[config.mk]
export PLATFORM = sky130hd
export DESIGN_NAME = pdb_top
export DESIGN_NICKNAME = d
export VERILOG_FILES = /design/src/hdl/pdb_pkg.sv /design/src/hdl/pdb_top.sv
export SDC_FILE = /design/constraint.sdc
export NUM_CORES = 1
export LEC_CHECK = 0
export BUFFER_PORTS_ARGS = -buffer_cell sky130_fd_sc_hd__buf_2
export CAP_MARGIN = 20
export CORE_MARGIN = 1
export CORE_UTILIZATION = 40
export CTS_CLUSTER_SIZE = 16
export DETAILED_ROUTE_END_ITERATION = 10
export GPL_ROUTABILITY_DRIVEN = 0
export SYNTH_ARGS = -nofsm -noshare
export SYNTH_HDL_FRONTEND = slang
export SYNTH_SLANG_ARGS = --single-unit
[constraint.sdc]
create_clock -name pclk -period 15.78 [get_ports pclk]
set_input_delay 0.789 -clock pclk [delete_from_list [all_inputs] [get_ports pclk]]
set_output_delay 0.789 -clock pclk [all_outputs]
set_load 0.02 [all_outputs]
[src/hdl/pdb_pkg.sv]
// pdb_pkg: register map, field positions and reset values of the pwm
// output stage (dead time, brake, adc trigger).
// assumes a 32-bit apb slave with byte addresses in paddr.
package pdb_pkg;
   // -----------------------------------------------------------------
   // register offsets (byte addresses)
   // -----------------------------------------------------------------
   localparam logic [7:0] CTRL_OFF = 8'h00; // mode, mask, polarity, oe
   localparam logic [7:0] DTC_OFF = 8'h04; // deadtime_control_reg
   localparam logic [7:0] BRK_OFF = 8'h08; // brake_control_reg
   localparam logic [7:0] ADC_OFF = 8'h0c; // adc_trigger_source_reg
   localparam logic [7:0] PSC_OFF = 8'h10; // pwm_clock_prescale
   localparam logic [7:0] STS_OFF = 8'h14; // sticky event status, w1c
   localparam logic [7:0] MSK_OFF = 8'h18; // interrupt mask
   localparam logic [7:0] MON_OFF = 8'h1c; // brake monitor, read only
   // -----------------------------------------------------------------
   // writable bits and reset values
   // -----------------------------------------------------------------
   localparam logic [31:0] CTRL_WMASK = 32'h0000_03fd;
   localparam logic [31:0] DTC_WMASK = 32'h0101_0fff;
   localparam logic [31:0] BRK_WMASK = 32'h000f_0f0f;
   localparam logic [31:0] ADC_WMASK = 32'h0000_008f;
   localparam logic [31:0] PSC_WMASK = 32'h0000_0fff;
   localparam logic [31:0] REG_RST = 32'h0000_0000;
   // -----------------------------------------------------------------
   // field positions
   // -----------------------------------------------------------------
   localparam int CT_COMP_BIT = 0; // complementary pair mode
   localparam int CT_MSKEN_LSB = 2; // mask enable, 2 bits
   localparam int CT_MSKDAT_LSB = 4; // mask value, 2 bits
   localparam int CT_POL_LSB = 6; // polarity invert, 2 bits
   localparam int CT_OE_LSB = 8; // output enable, 2 bits
   localparam int DT_CNT_W = 12; // deadtime_count width, bits 11:0
   localparam int DT_EN_BIT = 16; // deadtime_enable
   localparam int DT_CKSEL_BIT = 24; // deadtime_clock_select
   localparam int PSC_W = 12; // pwm_clock_prescale width
   localparam int BRK_EDGE_LSB = 0; // edge brake enable per pin
   localparam int BRK_LVL_LSB = 8; // level brake enable per pin
   localparam int BRK_EVEN_LSB = 16; // brake_even_output_state 17:16
   localparam int BRK_ODD_LSB = 18; // brake_odd_output_state 19:18
   localparam int TRG_SEL_W = 4; // adc_trigger_event_select 3:0
   localparam int TRG_EN_BIT = 7; // adc_trigger_enable
   localparam int NUM_EVENTS = 5; // selectable counter events
   localparam int NUM_BRK = 4; // brake pins 0..3
   localparam int ST_EDGE = 0; // edge brake latched
   localparam int ST_LEVEL = 1; // level brake seen
   localparam int ST_TRG = 2; // adc trigger issued
   localparam int STS_W = 3;
   localparam logic [NUM_BRK-1:0] PIN_IDLE = 4'hf; // pins idle high
endpackage : pdb_pkg

[src/hdl/pdb_top.sv]
// pdb_top: output stage of one pwm channel pair with dead time,
// brake override and adc trigger selection, apb register slave.
// assumes raw channel waveforms and counter events come from the
// pwm counter on pclk; brake pins are asynchronous.
//
// What this block does
// complementary legs never high together ahead of the mask stage.
// dead time only while deadtime_enable set.
// select zero: low for count plus one.
// select one: times prescale plus one.
// independent: mask, brake, polarity, enable stages.
// complementary: dead time, then same stages.
// filtered brake pin falling edge is event.
// brake forces outputs to programmed states.
// edge and level brake sources both exist.
// adc trigger on selected event when enabled.
// five counter events selectable for trigger.
// edge brake held until software clears it.
//
// The APB interface to the registers and the register addresses were decided locally.
`timescale 1ns/1ps
module pdb_top (
   // clock and reset
   input wire logic pclk,
   input wire logic presetn,
   // apb slave
   input wire logic psel,
   input wire logic penable,
   input wire logic pwrite,
   input wire logic [7:0] paddr,
   input wire logic [31:0] pwdata,
   output logic [31:0] prdata,
   output logic pready,
   output logic pslverr,
   // from the pwm counter, pclk domain
   input wire logic even_raw,
   input wire logic odd_raw,
   input wire logic [pdb_pkg::NUM_EVENTS-1:0] cnt_event,
   // brake pins, asynchronous, active low
   input wire logic [pdb_pkg::NUM_BRK-1:0] brake_input_pin,
   // to the power switches
   output logic even_channel_output,
   output logic odd_channel_output,
   output logic even_output_enable,
   output logic odd_output_enable,
   // to adc and cpu
   output logic adc_trigger,
   output logic irq
);
   import pdb_pkg::*;

   // -----------------------------------------------------------------
   // register file
   // -----------------------------------------------------------------
   logic [31:0] ctrl_q, ctrl_d; // mode, mask, polarity, oe
   logic [31:0] dtc_q, dtc_d; // dead time control
   logic [31:0] brk_q, brk_d; // brake control
   logic [31:0] adc_q, adc_d; // trigger source
   logic [31:0] psc_q, psc_d; // prescale
   logic [STS_W-1:0] sts_q, sts_d; // sticky events
   logic [STS_W-1:0] msk_q, msk_d; // interrupt mask
   logic [31:0] rdat_q, rdat_d; // read data, caught in setup
   logic [STS_W-1:0] ev_set; // events of this cycle
   logic wr_acc; // write access phase
   logic hit; // address is mapped
   logic [NUM_BRK-1:0] pin_q; // filtered pin levels
   logic brake_on; // brake override active

   assign wr_acc = psel & penable & pwrite;
   assign pready = 1'b1; // zero wait states
   assign pslverr = psel & penable & ~hit; // unmapped answers error
   assign prdata = rdat_q;
   assign irq = |(sts_q & msk_q);

   // decode, write and read mux
   always_comb begin
      hit = 1'b1;
      ctrl_d = ctrl_q;
      dtc_d = dtc_q;
      brk_d = brk_q;
      adc_d = adc_q;
      psc_d = psc_q;
      msk_d = msk_q;
      rdat_d = rdat_q;
      case (paddr)
         CTRL_OFF: rdat_d = ctrl_q;
         DTC_OFF: rdat_d = dtc_q;
         BRK_OFF: rdat_d = brk_q;
         ADC_OFF: rdat_d = adc_q;
         PSC_OFF: rdat_d = psc_q;
         STS_OFF: rdat_d = {29'h0, sts_q};
         MSK_OFF: rdat_d = {29'h0, msk_q};
         MON_OFF: rdat_d = {27'h0, brake_on, pin_q};
         default: begin
            hit = 1'b0;
            rdat_d = 32'h0000_0000;
         end
      endcase
      // read data is only refreshed in the setup cycle
      if (!(psel && !penable)) begin
         rdat_d = rdat_q;
      end
      if (wr_acc) begin
         case (paddr)
            CTRL_OFF: ctrl_d = pwdata & CTRL_WMASK;
            DTC_OFF: dtc_d = pwdata & DTC_WMASK;
            BRK_OFF: brk_d = pwdata & BRK_WMASK;
            ADC_OFF: adc_d = pwdata & ADC_WMASK;
            PSC_OFF: psc_d = pwdata & PSC_WMASK;
            MSK_OFF: msk_d = pwdata[STS_W-1:0];
            default: ;
         endcase
      end
      // write one clears, a new event in the same cycle wins
      sts_d = sts_q;
      if (wr_acc && paddr == STS_OFF) begin
         sts_d = sts_q & ~pwdata[STS_W-1:0];
      end
      sts_d = sts_d | ev_set;
   end

   // register storage
   always_ff @(posedge pclk or negedge presetn) begin
      if (!presetn) begin
         ctrl_q <= REG_RST;
         dtc_q <= REG_RST;
         brk_q <= REG_RST;
         adc_q <= REG_RST;
         psc_q <= REG_RST;
         sts_q <= '0;
         msk_q <= '0;
         rdat_q <= REG_RST;
      end else begin
         ctrl_q <= ctrl_d;
         dtc_q <= dtc_d;
         brk_q <= brk_d;
         adc_q <= adc_d;
         psc_q <= psc_d;
         sts_q <= sts_d;
         msk_q <= msk_d;
         rdat_q <= rdat_d;
      end
   end

   // -----------------------------------------------------------------
   // brake pin synchroniser and noise filter
   // -----------------------------------------------------------------
   logic [NUM_BRK-1:0] sy1_q, sy2_q, sy3_q; // three-stage sync
   logic [NUM_BRK-1:0] pin_d;
   logic [NUM_BRK-1:0] fall; // filtered high-to-low per pin
   logic edge_ev; // enabled edge brake event
   logic lvl_on; // enabled pin held low

   // a level is accepted once stages two and three agree
   always_comb begin
      pin_d = pin_q;
      for (int i = 0; i < NUM_BRK; i++) begin
         if (sy2_q[i] == sy3_q[i]) begin
            pin_d[i] = sy3_q[i];
         end
      end
   end

   always_ff @(posedge pclk or negedge presetn) begin
      if (!presetn) begin
         sy1_q <= PIN_IDLE;
         sy2_q <= PIN_IDLE;
         sy3_q <= PIN_IDLE;
         pin_q <= PIN_IDLE;
      end else begin
         sy1_q <= brake_input_pin;
         sy2_q <= sy1_q;
         sy3_q <= sy2_q;
         pin_q <= pin_d;
      end
   end

   assign fall = pin_q & ~pin_d;
   // edge source latches, level source follows the pin
   assign edge_ev = |(fall & brk_q[BRK_EDGE_LSB +: NUM_BRK]);
   assign lvl_on = |(~pin_q & brk_q[BRK_LVL_LSB +: NUM_BRK]);
   // edge brake stays until its status bit is cleared
   assign brake_on = sts_q[ST_EDGE] | lvl_on;

   // -----------------------------------------------------------------
   // dead time insertion
   // -----------------------------------------------------------------
   logic comp; // complementary mode
   logic dt_on; // insertion active
   logic [DT_CNT_W-1:0] dt_cnt;
   logic [PSC_W-1:0] psc;
   logic [24:0] dt_prod; // (count+1)*(prescale+1)
   logic [24:0] dt_prod_m1;
   logic [23:0] dt_len_m1; // low interval minus one cycle
   logic [1:0] src; // waveform entering dead time
   logic [1:0] src_q; // previous, for rising edges
   logic [1:0] rise;
   logic [1:0] dt_o; // waveform after dead time
   logic [23:0] rem_q [2]; // remaining forced-low cycles
   logic [23:0] rem_d [2];

   assign comp = ctrl_q[CT_COMP_BIT];
   assign dt_on = comp & dtc_q[DT_EN_BIT];
   assign dt_cnt = dtc_q[DT_CNT_W-1:0];
   assign psc = psc_q[PSC_W-1:0];
   assign dt_prod = ({13'h0, dt_cnt} + 25'd1) * ({13'h0, psc} + 25'd1);
   assign dt_prod_m1 = dt_prod - 25'd1;
   // the prescaled length minus one can never exceed 24 bits
   assign dt_len_m1 = dtc_q[DT_CKSEL_BIT] ? dt_prod_m1[23:0]
                                          : {12'h0, dt_cnt};
   // odd leg is the inverse of even in a complementary pair
   assign src[0] = even_raw;
   assign src[1] = comp ? ~even_raw : odd_raw;
   assign rise = src & ~src_q;

   always_ff @(posedge pclk or negedge presetn) begin
      if (!presetn) begin
         src_q <= 2'h0;
      end else begin
         src_q <= src;
      end
   end

   genvar k;
   generate
      for (k = 0; k < 2; k++) begin : g_dt
         // a rising leg is held low; the other leg falls at once,
         // so the pair cannot overlap
         always_comb begin
            rem_d[k] = rem_q[k];
            if (!dt_on || !src[k]) begin
               rem_d[k] = 24'h0;
            end else if (rise[k]) begin
               rem_d[k] = dt_len_m1;
            end else if (rem_q[k] != 24'h0) begin
               rem_d[k] = rem_q[k] - 24'd1;
            end
            // rise cycle counts as the first low cycle
            dt_o[k] = src[k] & ~(dt_on & (rise[k] | (rem_q[k] != 24'h0)));
         end

         always_ff @(posedge pclk or negedge presetn) begin
            if (!presetn) begin
               rem_q[k] <= 24'h0;
            end else begin
               rem_q[k] <= rem_d[k];
            end
         end
      end
   endgenerate

   // -----------------------------------------------------------------
   // output control stages: mask, brake, polarity, enable
   // -----------------------------------------------------------------
   logic [1:0] out_d, out_q; // pin levels
   logic [1:0] oe_d, oe_q; // pin enables
   logic [1:0] brk_st [2]; // brake state code per leg
   assign brk_st[0] = brk_q[BRK_EVEN_LSB +: 2];
   assign brk_st[1] = brk_q[BRK_ODD_LSB +: 2];
   generate
      for (k = 0; k < 2; k++) begin : g_out
         // code 1x forces the leg to bit 0, 0x leaves it alone
         always_comb begin
            out_d[k] = dt_o[k];
            if (ctrl_q[CT_MSKEN_LSB + k]) begin
               out_d[k] = ctrl_q[CT_MSKDAT_LSB + k];
            end
            if (brake_on && brk_st[k][1]) begin
               out_d[k] = brk_st[k][0];
            end
            out_d[k] = out_d[k] ^ ctrl_q[CT_POL_LSB + k];
            oe_d[k] = ctrl_q[CT_OE_LSB + k];
         end
      end
   endgenerate

   always_ff @(posedge pclk or negedge presetn) begin
      if (!presetn) begin
         out_q <= 2'h0;
         oe_q <= 2'h0;
      end else begin
         out_q <= out_d;
         oe_q <= oe_d;
      end
   end

   assign even_channel_output = out_q[0];
   assign odd_channel_output = out_q[1];
   assign even_output_enable = oe_q[0];
   assign odd_output_enable = oe_q[1];

   // -----------------------------------------------------------------
   // adc trigger selection
   // -----------------------------------------------------------------
   logic [TRG_SEL_W-1:0] trg_sel;
   logic trg_d, trg_q;
   assign trg_sel = adc_q[TRG_SEL_W-1:0];
   // selections five and above pick no event
   always_comb begin
      trg_d = 1'b0;
      if (adc_q[TRG_EN_BIT] && trg_sel < 4'd5) begin
         trg_d = cnt_event[trg_sel[2:0]];
      end
   end
   always_ff @(posedge pclk or negedge presetn) begin
      if (!presetn) begin
         trg_q <= 1'b0;
      end else begin
         trg_q <= trg_d;
      end
   end
   assign adc_trigger = trg_q;
   assign ev_set = {trg_d, lvl_on, edge_ev};
   // -----------------------------------------------------------------
   // assertions
   // -----------------------------------------------------------------
   // a leg whose source has just risen must still be held low
   property p_no_overlap;
      @(posedge pclk) disable iff (!presetn)
      dt_on |-> !(dt_o[0] && dt_o[1]) && !(rise[0] && dt_o[0]) && !(rise[1] && dt_o[1]);
   endproperty
   a_no_overlap: assert property (p_no_overlap) else $error("legs overlap");
   property p_dt_off;
      @(posedge pclk) disable iff (!presetn)
      !dt_on |-> (dt_o == src);
   endproperty
   a_dt_off: assert property (p_dt_off) else $error("dead time while off");
   property p_dt_len0;
      @(posedge pclk) disable iff (!presetn)
      dt_on && !dtc_q[DT_CKSEL_BIT] && rise[0] && src[0]
      |=> rem_q[0] == {12'h0, $past(dt_cnt)};
   endproperty
   a_dt_len0: assert property (p_dt_len0) else $error("bad dead time");
   property p_dt_len1;
      @(posedge pclk) disable iff (!presetn)
      dt_on && dtc_q[DT_CKSEL_BIT] && rise[1]
      |=> rem_q[1] + 24'd1 == $past(dt_prod[23:0]);
   endproperty
   a_dt_len1: assert property (p_dt_len1) else $error("bad scaled dead time");
   property p_mask;
      @(posedge pclk) disable iff (!presetn)
      ctrl_q[CT_MSKEN_LSB] && !brake_on
      |=> even_channel_output == $past(ctrl_q[CT_MSKDAT_LSB] ^ ctrl_q[CT_POL_LSB]);
   endproperty
   a_mask: assert property (p_mask) else $error("mask stage wrong");
   // a clear may legally follow at once, so only the next cycle is bound
   property p_edge;
      @(posedge pclk) disable iff (!presetn)
      edge_ev |=> sts_q[ST_EDGE] && brake_on;
   endproperty
   a_edge: assert property (p_edge) else $error("edge brake missed");
   property p_brake;
      @(posedge pclk) disable iff (!presetn)
      brake_on && brk_st[1][1]
      |=> odd_channel_output == $past(brk_st[1][0] ^ ctrl_q[CT_POL_LSB + 1]);
   endproperty
   a_brake: assert property (p_brake) else $error("brake state wrong");
   property p_trig;
      @(posedge pclk) disable iff (!presetn)
      adc_q[TRG_EN_BIT] && trg_sel == 4'd2 && cnt_event[2] |=> adc_trigger;
   endproperty
   a_trig: assert property (p_trig) else $error("trigger missed");
   property p_trig_sel;
      @(posedge pclk) disable iff (!presetn)
      (!adc_q[TRG_EN_BIT] || trg_sel >= 4'd5) |=> !adc_trigger;
   endproperty
   a_trig_sel: assert property (p_trig_sel) else $error("stray trigger");
   property p_hold;
      @(posedge pclk) disable iff (!presetn)
      sts_q[ST_EDGE] && !(wr_acc && paddr == STS_OFF && pwdata[ST_EDGE])
      |=> sts_q[ST_EDGE];
   endproperty
   a_hold: assert property (p_hold) else $error("brake released early");
endmodule : pdb_top

After elaboration in Yosys (flattened, before gate mapping)
Index checks and enable logic that the tools add are counted.
Storage, ports and cells
  register bits after elaboration: 161
  latch bits: 0
  RAM bits: 0
  memory bits (read-only): 0
  bits of input ports: 56
  output and inout port bits: 40
  logic and storage cells: 113
  memories: 0
Cells by class
  add/subtract/negate cells: 5
  multiply operators: 1
  divide/modulo/power cells: 0
  $lt $le $gt $ge: 2
  equal/unequal tests: 11
  shift operators: 0
  mux-type cells: 22
  bitwise gates (word level): 28
  reduce and logical (&&, ||, !) cells: 26
Operators by type and width (count)
  $pmux 25 s8: 1
  $mux 24: 7
  $sub 24x1->24 const B: 3
  $reduce_bool 24->1: 2
  $eq 8x5->1 const B: 4
  $add 12x1->13 const B: 2
  $mul 13x13->24: 1
  $eq 8x4->1 const B: 2
  $and 4x4->4: 3
  $mux 1: 12
  $reduce_and 2->1: 6
  $and 1x1->1: 8
  $eq 8x3->1 const B: 1
  $logic_not 8->1: 1
  $not 4->4: 2
  $reduce_or 4->1: 2
  $reduce_or 8->1: 1
  $and 3x3->3: 2
  $reduce_bool 3->1: 2
  $logic_and 1x1->1: 5
  $eq 1x1->1: 4
  $logic_not 1->1: 4
  $lt 3x4->1 const B: 1
  $lt 4x3->1 const B: 1
  other kinds (11): 18

Logic depth before layout (Yosys ltp)
Gate-level depths: netlist (run 1).
  word-level depth: 10
  mapped depth: 26
  depth with buffers taken out: 25

Worst setup path after synthesis (run 1)
Ideal clock, no wire load.
  path kind: reg-to-reg
  start: register dtc_q[2]
  end: register rem_q[23] (netlist name)
  setup time: 94 ps
  arrival: 6523 ps
  data required time: 15686 ps
  setup slack: 9163 ps
  stages on the path, launching flop included: 26
  buffers on the path: 1
  clock period less this slack: 6617 ps
  cells stage by stage: dfrtp_1 -> clkbuf_1 -> nand4_1 -> nor2_1 -> and3_1 -> xnor2_1 -> nor2_1 -> fa_1 -> inv_1 -> fa_1 -> inv_1 -> fa_1 -> fa_1 -> fa_1 -> inv_1 -> fa_1 -> inv_1 -> ha_1 -> and3_1 -> a22oi_1 -> nor2_1 -> a211o_1 -> o41ai_1 -> xnor2_1 -> a21oi_1 -> a211oi_1
Between the ends
  longest elaborated chain between the ends: 6
RTL lines
  from (decl): RTL line pdb_top.sv:56  | logic [31:0] dtc_q, dtc_d;
  from (signal assigned): RTL line pdb_top.sv:135  | dtc_q <= dtc_d;
  $add 12x1->13: RTL line pdb_top.sv:206  | assign dt_prod = ({13'h0, dt_cnt} + 25'd1) * ({13'h0, psc} + 25'd1);
  $mul 13x13->24: RTL line pdb_top.sv:206
  $sub 24x1->24: RTL line pdb_top.sv:207  | assign dt_prod_m1 = dt_prod - 25'd1;
  $mux 24: RTL line pdb_top.sv:209  | assign dt_len_m1 = dtc_q[DT_CKSEL_BIT] ? dt_prod_m1[23:0]
  $mux 24: RTL line pdb_top.sv:233  | end else if (rise[k]) begin
  $mux 24: RTL line pdb_top.sv:231  | if (!dt_on || !src[k]) begin
  to (signal, indexed assignment): RTL line pdb_top.sv:246  | rem_q[k] <= rem_d[k];
  to (decl): RTL line pdb_top.sv:199  | logic [23:0] rem_q [2];
Every way passes these cells.
A chain may end at the register's enable or synchronous reset.

Final worst setup path (run 1)
  start: register psc_q[0]
  end: register rem_q[23] (netlist name)
Between the ends
  longest elaborated chain between the ends: 6
RTL lines
  from (decl): RTL line pdb_top.sv:59  | logic [31:0] psc_q, psc_d;
  from (signal assigned): RTL line pdb_top.sv:138  | psc_q <= psc_d;
  $add 12x1->13: RTL line pdb_top.sv:206
  $mul 13x13->24: RTL line pdb_top.sv:206
  $sub 24x1->24: RTL line pdb_top.sv:207
  $mux 24: RTL line pdb_top.sv:209
  $mux 24: RTL line pdb_top.sv:233
  $mux 24: RTL line pdb_top.sv:231
Every way passes these cells.

==> key figures, run 1 <==
Floorplan
  – Row cnt: 66
  – Die Wd: 185.1 µm
  – Initial core utilization: 40.91%
  – I/O pin count: 96
  – Die H: 185.1 µm
  – DIE AREA: 34270 µm²
  – Core Box Area: 32780 µm²

Final layout
  – Fin cells: 1938
  – Nets: 1748
  – Antenna diode count: 0
  – Share of cells above drive strength 1: 13.77%
  – Area Overhead vs Synth: 10.09%

Synthesis
  – Synth Area in XOR/XNOR: 6.437%
  – Synthesized flop and latch total: 146
  – Synth async-reset ratio: 100.0%
  – EDFF count, synth: 0
  – Synth Cell Area: 13410 µm²
  – Seq/Total Area, Yosys: 27.39%
  – Avg Inst Size Synth: 9.314 µm²
  – Synth unique cells: 69
  – Synth Area in Compound Gates: 10.07%
  – Synth Instances: 1440
  – Largest family of logic cells by synthesized area: adder cells
  – Adder-Cell Fraction of Synth Area: 26.74%
  – Predominant post-synthesis flop cell: dfrtp_1
  – Yosys warning total: 0
  – Post-synthesis mux area share: 5.868%
  – Post-synthesis simple-gate area fraction: 15.89%

Drt
  – Drt pass-1 iters: 5
  – # DRC: 0
  – ANT nets after route: 0
  – Routed Wire Length: 34.07 mm
  – Detail-routed via count per cell: 5.314
  – DR iter-0 viols: 766
  – Avg WL per Cell: 17.58 µm
  – Total number of vias: 10.30k

GRT
  – GRT Total Usage: 21.36%
  – Largest net degree at the start of global routing: 95
  – Grt total ovfl: 0
  – First-pass GRT wire length: 56.55 mm
  – Number of global-route vias before repair: 10.49k
  – Initial antenna violation count: 0

Timing
  – Setup slack after layout: 7.826 ns
  – Total negative slack: 0 ns
  – Tmin final: 7.954 ns
  – Rel. slew slack: 18.25%
  – Max-slew violation count: 0
  – Maximum clock frequency: 125.7 MHz
  – Final hold violation count: 0
  – Final period util: 50.40%
  – Unrepaired setup endpoints after global routing: no
  – Skew final: 0.01068 ns
  – Setup violators final: 0
  – Measured slew at the worst slew-check pin: 1.222 ns

Power
  – PD cells: 67.81 nW/µm²
  – VDD IR-drop max: 0.00008317 V
  – Final Power: 0.001001 W
  – Clk pwr share: 40.5%
  – Internal power: 0.0006727 W
  – Sequential Power Share: 39.6%
  – Sw power: 0.0003285 W
  – Switching portion of total power: 32.81%
  – Comb power frac: 19.9%
  – Leakage: 7.092 nW

Placed design
  – Worst slack at placement: 8.009 ns
  – Buffers on Ports: 64
  – Final HPWL DP: 26.98 mm
  – Placed Cells: 1906

Critical path
  – Worst-path maximum fanout: 19
  – R2R cell count: 23
  – Worst setup EP type: flip-flop
  – Worst setup path category: flip-flop to flip-flop
  – Worst setup SP type: flip-flop
  – Worst endpoint required time: 16.12 ns
  – Crit path arrival time: 8.29 ns

Run
  – Max-cap violations: 0

Clock network
  – Post-CTS setup buffers: 0
  – Clk slew on worst S/H paths: 0.07 ns
  – # H-tree levels: 4
  – Number of CTS-inserted buffers: 17
  – CTS tree: yes
  – Post-cts sizing count: 0
  – CTS Sinks: 146
  – Max clock buf depth: 2
  – Hold Buf Count CTS: 0
  – Root Buffer: clkbuf_16
  – Skew-Pair Late Insertion Delay: 0.43 ns

Min path
  – Worst min path class: flip-flop to flip-flop
  – Min-Delay Path Depth: 0

Outcome
  – Outcome: complete, no violations
[logic make-up after synthesis]
group           count (synthesis)
compound gates                207
xor+xnor                       97
simple gates                  455
mux                            70
other cells                     2
fa+ha+maj                     210
buf+inv                       253
flops                         146
[registers in the layout, indices dropped and copies added, names as in the netlist]
| name | flops |
|---|---|
| src_q | 2 |
| oe_q | 2 |
| sy3_q | 4 |
| sy2_q | 4 |
| adc_q | 5 |
| prdata | 17 |
| ctrl_q | 9 |
| msk_q | 3 |
| rem_q | 48 |
| out_q | 2 |
| adc_trigger | 1 |
| sts_q | 3 |
| psc_q | 12 |
| pin_q | 4 |
| dtc_q | 14 |
| brk_q | 12 |
| sy1_q | 4 |
[critical path, cell delays in order, from the launching register on]
cell and delay [ns]:
dfrtp_1 0.80, and2_1 0.33, nand2_1 0.09, xor2_1 0.95
nor2_1 0.14, fa_1 0.55, inv_1 0.05, fa_1 0.47
inv_1 0.05, fa_1 0.48, fa_1 0.51, fa_1 0.52
inv_1 0.06, fa_1 0.49, inv_1 0.05, ha_1 0.35
and3_1 0.24, a22oi_1 0.23, nor2_1 0.06, a211o_1 0.34
o41ai_1 0.39, xnor2_1 0.30, a21oi_1 0.13, a211oi_1 0.25
[metrics by stage]
| step | cell area [µm²] | hold slack, ns | util [%] |
|---|---|---|---|
| 6_report | 14770 | 0.3565 | 45.04 |
| 5_1_grt | 14770 | 0.3601 | 45.04 |
| 4_1_cts | 14770 | 0.3581 | 45.04 |
| 3_5_place_dp | 14160 | 0.3468 | 43.18 |
| 3_3_place_gp | 14150 | 0.3459 | 43.16 |
| 2_1_floorplan | 13460 | 0.3452 | - |
[power by group through the flow]
stage | Combinational [W] | Sequential [W] | Clock (W)
2_1_floorplan | 0.000131 | 0.000402 | 0
3_3_place_gp | 0.000196 | 0.000403 | 0
3_5_place_dp | 0.000197 | 0.000403 | 0
4_1_cts | 0.000198 | 0.000396 | 0.000412
5_1_grt | 0.000222 | 0.000397 | 0.000429
6_report | 0.000199 | 0.000396 | 0.000406
[path summary, 6_finish.rpt]
path | end | slack, ns | startpoint
max reg2reg | rem_q[23] | 7.83 | psc_q[0]
min | sy2_q[1] | 0.36 | sy1_q[1]
max in group asynchronous | rem_q[47] | 14.13 | presetn
min reg2reg | sy2_q[1] | 0.36 | sy1_q[1]
max | rem_q[23] | 7.83 | psc_q[0]
min in group asynchronous | prdata[1] | 0.45 | presetn
[cell usage after synthesis, types with 3 or more instances]
cell type	n	area share, %
clkbuf_1	52	1.5
dfrtp_1	130	24
nor4_1	9	0.42
or3_1	11	0.51
buf_1	4	0.11
xnor2_1	56	3.7
a21o_1	12	0.67
o31ai_1	4	0.22
and2_1	18	0.84
a22oi_1	15	0.84
nand2_1	150	4.2
xor2_1	40	2.6
nor2_1	132	3.7
inv_1	178	5.0
mux2_2	59	5.0
buf_4	16	0.90
nand4_1	9	0.42
or4_1	4	0.22
buf_2	3	0.11
mux2i_1	10	0.75
a21oi_1	59	2.2
and3_1	9	0.42
nand3_1	28	1.0
a211oi_1	26	1.5
nor3b_1	4	0.22
nor2b_1	13	0.61
dfstp_2	16	3.1
o211ai_1	3	0.17
fa_1	128	19
o22ai_1	7	0.33
nor3_1	27	1.0
or2_2	4	0.19
and4_1	4	0.26
a221oi_1	3	0.20
a222oi_1	4	0.30
o21ai_0	35	1.3
nand2b_1	23	1.1
o21a_1	5	0.28
ha_1	81	7.6
a31oi_1	10	0.47
[layout make-up]
type                            instances  area (µm²)
Sequential cell                       146        3674
Fill cell                            3197       18020
Tap cell                              442       553.0
Clock inverter                         15       183.9
Inverter                              178       668.1
Clock buffer                           17       425.4
Multi-Input combinational cell       1055        8777
Timing Repair Buffer                   85       484.2
[layout by cell type (no fill, tap or decap), types with 17 or more instances in the layout]
master     count
fa_1         128
and2_1        18
nor3_1        27
nand2_1      150
mux2_2        59
nand3_1       28
clkbuf_16     17
nor2_1       132
buf_2         63
ha_1          81
o21ai_0       35
inv_1        178
a21oi_1       59
xnor2_1       56
dfrtp_1      130
a211oi_1      26
xor2_1        40
nand2b_1      23
buf_4         21
[layer usage]
| layer | global-route usage, % | vias to the layer above | part of all wire (%) | wire length (µm) |
|---|---|---|---|---|
| met4 | 5.950 | 0 | 2.0 | 677 |
| met3 | 2.104 | 50 | 4.1 | 1401 |
| met1 | 30.41 | 5162 | 48 | 16200 |
| met2 | 34.51 | 271 | 46 | 15790 |
| met5 | 0 | - | 0 | 0 |
| li1 | - | 4816 | - | - |
(Power assumes the default switching activity.)
==> run 2, diff against run 1 <==
- ABC_AREA: unset -> 1
- clock period: 15.78 -> 7.4 ns (I/O delays scaled with it)
==> run 2 against run 1 <==
Net effect: the run now ends with hold timing left; synthesized cell count increased by 26%; die area is 3.7% higher; sequential share of layout area shrank 0.79 points; clock skew rose by 0.0012 ns; critical endpoint is now rem_q[38].
==> key figures, run 2 <==
Critical path
  – Worst setup path category: flip-flop to flip-flop
  – CP bufs+invs: 8
  – Slowest CP cell: fa_1
  – Crit path arrival time: 7.03 ns
  – Worst-path maximum fanout: 12
  – CP max stage delay: 0.55 ns
  – Worst setup SP type: flip-flop
  – Worst setup EP type: flip-flop
  – Worst endpoint required time: 7.70 ns
  – CP delay by family, top: adder cells
  – CP dominant cell by count: fa_1

GRT
  – Grt total ovfl: 0
  – Initial antenna violation count: 0
  – GRT Total Usage: 22.24%
  – First-pass GRT wire length: 62.39 mm
  – Largest net degree at the start of global routing: 86
  – Number of global-route vias before repair: 11.96k

Clock network
  – Number of CTS-inserted buffers: 17
  – Max clock buf depth: 2
  – # H-tree levels: 4
  – Hold Buf Count CTS: 0
  – CTS tree: yes
  – Root Buffer: clkbuf_16
  – Post-CTS setup buffers: 0
  – Post-cts sizing count: 0
  – Clk slew on worst S/H paths: 0.06 ns
  – CTS Sinks: 146
  – Skew-Pair Late Insertion Delay: 0.43 ns

Run
  – Max-cap violations: 0

Timing
  – Maximum clock frequency: 148.6 MHz
  – Worst hold slack: -0.01748 ns
  – Final hold violation count: 3
  – Rel. slew slack: 35.41%
  – Final period util: 90.93%
  – Max-slew violation count: 0
  – Setup slack after layout: 0.6711 ns
  – Total negative slack: 0 ns
  – Tmin final: 6.729 ns
  – Unrepaired setup endpoints after global routing: no
  – Skew final: 0.01184 ns
  – Measured slew at the worst slew-check pin: 0.9678 ns
  – Setup violators final: 0

Outcome
  – Outcome: finished, violations left
  – Failing checks: hold timing

Synthesis
  – Area leader, netlist: dfrtp_1
  – Synth Instances: 1810
  – Area contributors post-synth: dfrtp_1, fa_1, nand2_1
  – EDFF count, synth: 0
  – Post-synthesis mux area share: 0.08094%
  – Largest family of logic cells by synthesized area: adder cells
  – Synthesized flop and latch total: 146
  – Synth Cell Area: 13910 µm²
  – Yosys warning total: 0
  – Predominant post-synthesis flop cell: dfrtp_1
  – Synth Area in Compound Gates: 10.67%
  – Synth async-reset ratio: 100.0%
  – Synth top area share: 23.38%
  – Synth unique cells: 58
  – Adder-Cell Fraction of Synth Area: 25.78%
  – Synth top cells by count: nand2_1, inv_1, nor2_1, dfrtp_1, o21ai_0
  – Synth Area in XOR/XNOR: 2.266%
  – Most common cell in the netlist: nand2_1
  – Post-synthesis simple-gate area fraction: 23.85%
  – Seq/Total Area, Yosys: 26.41%
  – Avg Inst Size Synth: 7.686 µm²

Drt
  – DR iter-0 viols: 907
  – Detail-routed via count per cell: 5.055
  – # DRC: 0
  – ANT nets after route: 0
  – Routed Wire Length: 37.73 mm
  – Drt pass-1 iters: 6
  – Avg WL per Cell: 16.23 µm
  – Total number of vias: 11.75k

Floorplan
  – Row cnt: 67
  – Die Wd: 188.5 µm
  – Initial core utilization: 41.08%
  – I/O pin count: 96
  – Core Box Area: 33870 µm²
  – Die H: 188.5 µm
  – DIE AREA: 35530 µm²

Placed design
  – Worst slack at placement: 0.5035 ns
  – Final HPWL DP: 30.06 mm
  – Buffers on Ports: 64

Final layout
  – Nets: 2129
  – Commonest cells after routing, fill and taps aside: nand2_1, inv_1, nor2_1
  – Max reg flops: 48
  – Commonest non-fill, non-tap cell in the layout: nand2_1
  – Top reg by flops: rem_q
  – Share of cells above drive strength 1: 10.66%
  – # fillers: 3437
  – Register area: 3675 µm²
  – Area Overhead vs Synth: 9.650%
  – Antenna diode count: 0
  – Area of the multi-input gates: 8777 µm²

Power
  – Leakage: 7.734 nW
  – VDD IR-drop max: 0.0001659 V
  – PD cells: 139.9 nW/µm²

Min path
  – Worst min path class: input pin to async pin
-- run 2: worst paths after layout --
kind                       slack [ns]  cells after the start         to                from
min in group pclk                0.03                      1   sy1_q[0]  brake_input_pin[0]
hold reg to reg                  0.36                      0   sy2_q[2]            sy1_q[2]
setup reg to reg                 0.67                     30  rem_q[38]            psc_q[0]
setup / recovery                 0.67                     30  rem_q[38]            psc_q[0]
hold / removal                  -0.02                      1  rem_q[23]             presetn
max in group asynchronous        6.05                      2   psc_q[0]             presetn
-- run 2: routing by layer --
layer  track usage [%]  wire length [µm]
met3             4.489              2124
met2             36.47             17970
met1             30.11             17090
met5                 0                 0
met4             5.211               541
-- run 2: cell families (layout without fill, tap and decap cells) --
logic type               Yosys count  in the layout
AND/OR/NAND/NOR                  773            773
buffers and inverters            378            431
AO/OA/AOI/OAI                    264            264
adder cells (fa/ha/maj)          210            210
flip-flops                       146            146
XOR/XNOR                          36             36
other                              2             16
multiplexers                       1              1
-- run 2: power breakdown --
| group | total (W) | internal (W) | switching [W] |
|---|---|---|---|
| clock network | 0.000879 | 0.000516 | 0.000363 |
| registers | 0.000828 | 0.000815 | 0.0000125 |
| logic | 0.000428 | 0.000130 | 0.000297 |
-- run 2: cell type report --
| type | count | area share, % |
|---|---|---|
| Multi-Input combinational cell | 1300 | 57.54 |
| Clock inverter | 8 | 0.4593 |
| Inverter | 321 | 7.899 |
| Sequential cell | 146 | 24.09 |
| Timing Repair Buffer | 78 | 2.830 |
| Clock buffer | 24 | 3.511 |
| Tap cell | 448 | 3.675 |
-- run 2: metrics by stage --
stage	utilization [%]	std cells	power, W	area (µm²)
6_report	45.04	2325	0.002135	15250
2_1_floorplan	-	1824	0.001122	13960
3_5_place_dp	43.25	2293	0.001274	14650
3_3_place_gp	43.25	2293	0.001270	14650
5_1_grt	45.04	2325	0.002243	15250
4_1_cts	45.04	2325	0.002154	15250
==> run 3, diff against run 2 <==
- ABC_AREA: 1 -> unset
==> run 3 against run 2 <==
Net effect: the flow now finishes without violations; combinational power rose by 4.9%; count of clock-buffer cells in the layout fell by 6; critical path type unchanged; via count fell by 12%; wire length fell by 8.2%.
==> key figures, run 3 (synthesized netlist as in run 1, its figures left out) <==
Power
  – Clk pwr share: 40.0%
  – Sequential Power Share: 39.2%
  – PD cells: 143.0 nW/µm²
  – Sw power: 0.0006997 W
  – Switching portion of total power: 32.49%
  – Leakage: 7.284 nW
  – Internal power: 0.001454 W
  – VDD IR-drop max: 0.0001742 V
  – Comb power frac: 20.8%

GRT
  – First-pass GRT wire length: 57.33 mm
  – Number of global-route vias before repair: 10.48k
  – Grt total ovfl: 0
  – Initial antenna violation count: 0
  – GRT Total Usage: 21.65%
  – Largest net degree at the start of global routing: 75

Clock network
  – Root Buffer: clkbuf_16
  – Clk slew on worst S/H paths: 0.07 ns
  – CTS Sinks: 146
  – Post-CTS setup buffers: 0
  – CTS tree: yes
  – Max clock buf depth: 2
  – Number of CTS-inserted buffers: 17
  – Skew-Pair Late Insertion Delay: 0.43 ns
  – # H-tree levels: 4

Final layout
  – Antenna diode count: 0
  – Commonest cells after routing, fill and taps aside: inv_1, nand2_1, nor2_1
  – Share of cells above drive strength 1: 16.22%
  – Area Overhead vs Synth: 12.27%
  – Top reg by flops: rem_q
  – Fin cells: 1971
  – Core Util, Final: 45.93%
  – Commonest non-fill, non-tap cell in the layout: inv_1
  – Max reg flops: 48
  – Nets: 1781

Timing
  – Rel. slew slack: 32.88%
  – Maximum clock frequency: 141.4 MHz
  – Setup violators final: 0
  – Max-slew violation count: 0
  – Worst hold slack: 0.02691 ns
  – Skew final: 0.01077 ns
  – Unrepaired setup endpoints after global routing: yes
  – Measured slew at the worst slew-check pin: 1.007 ns
  – Final hold violation count: 0
  – Final period util: 95.58%
  – Tmin final: 7.073 ns

Critical path
  – CP cell instances: and4_1, nand3_1, xnor2_1, nand2_1, fa_1, fa_1, inv_1, fa_1, fa_1, fa_1, inv_1, fa_1, inv_1, ha_1, and3_1, a22oi_1, nor2_1, a211o_1, o41ai_2, xnor2_2, a21oi_1, a211oi_1
  – Worst setup SP type: flip-flop
  – Worst setup path category: flip-flop to flip-flop
  – CP dominant cell by count: fa_1
  – Crit path arrival time: 7.41 ns
  – Slowest CP cell: fa_1
  – CP max stage delay: 0.58 ns
  – Worst-path maximum fanout: 6
  – Worst endpoint required time: 7.73 ns
  – Worst setup EP type: flip-flop

Placed design
  – Placed Cells: 1938
  – Buffers on Ports: 64
  – Final HPWL DP: 27.40 mm

Floorplan
  – Core Box Area: 32780 µm²
  – Row cnt: 66
  – Die Wd: 185.1 µm
  – I/O pin count: 96
  – Die H: 185.1 µm
  – Initial core utilization: 40.91%
  – DIE AREA: 34270 µm²

Drt
  – Avg WL per Cell: 17.57 µm
  – Routed Wire Length: 34.63 mm
  – Detail-routed via count per cell: 5.237
  – Drt pass-1 iters: 6
  – DR iter-0 viols: 721
  – ANT nets after route: 0
  – # DRC: 0
  – Total number of vias: 10.32k

Run
  – Max-cap violations: 0

Min path
  – Worst min path class: input pin to flip-flop

Outcome
  – Outcome: complete, no violations
[run 3: worst paths after layout]
| check | cells past startpoint | start | end | slack [ns] |
|---|---|---|---|---|
| worst max-delay path | 22 | psc_q[8] | rem_q[23] | 0.33 |
| worst min-delay path | 1 | brake_input_pin[1] | sy1_q[1] | 0.03 |
| worst max register to register | 22 | psc_q[8] | rem_q[23] | 0.33 |
| worst min register to register | 0 | sy1_q[1] | sy2_q[1] | 0.36 |
| max in group asynchronous | 3 | presetn | rem_q[47] | 5.47 |
| min in group asynchronous | 2 | presetn | prdata[1] | 0.52 |
[run 3: layout make-up]
type                       instances  area (µm²)
timing repair buffer             118       734.5
clock inverter                    14       147.6
sequential                       146        3674
inverter                         178       668.1
clock buffer                      18       439.2
tap                              442       553.0
multi-input combinational       1055        8841
fill                            3150       17730
[run 3: metrics by stage]
step	worst slack (ns)	instance area, µm²	setup TNS, ns	power, W
after floorplan	0.7827	13460	0	0.001136
after global placement	0.3766	14400	0	0.001285
after detailed placement	0.2049	14400	0	0.001287
after CTS	0.1523	14990	0	0.002150
after global routing	-0.03972	15060	-0.03972	0.002247
final	0.3271	15060	0	0.002153
[run 3: worst max-delay path: cells and delay by family, from the launching register on]
kind	cells	cell delay, ns
adders and majority gates	7	3.24
AOI/OAI and AO/OA	5	1.39
and+or+nand+nor	5	0.93
xor gates and xnor gates	2	0.71
DFF	1	0.53
buffers and inverters	3	0.16
[run 3: what timing repair did]
item	in CTS	in global routing
endpoints found under the hold margin	57	0
setup endpoints to repair	0	8
resized for setup	0	12
hold buffers	1	0
[run 3: power groups by stage]
stage	clock network, W	registers, W	logic (W)
CTS	0.000874	0.000843	0.000433
finish	0.000861	0.000844	0.000449
floorplan	0	0.000857	0.000279
global route	0.000906	0.000846	0.000495
detailed placement	0	0.000858	0.000429
global placement	0	0.000858	0.000427
[run 3: routing by layer]
layer / global-route usage, % / vias to the layer above / routed length, µm
met3: 2.694 / 32 / 1664
met2: 34.78 / 259 / 16020
met4: 4.099 / 0 / 382
met1: 31.34 / 5144 / 16560
li1: - / 4887 / -
met5: 0 / - / 0
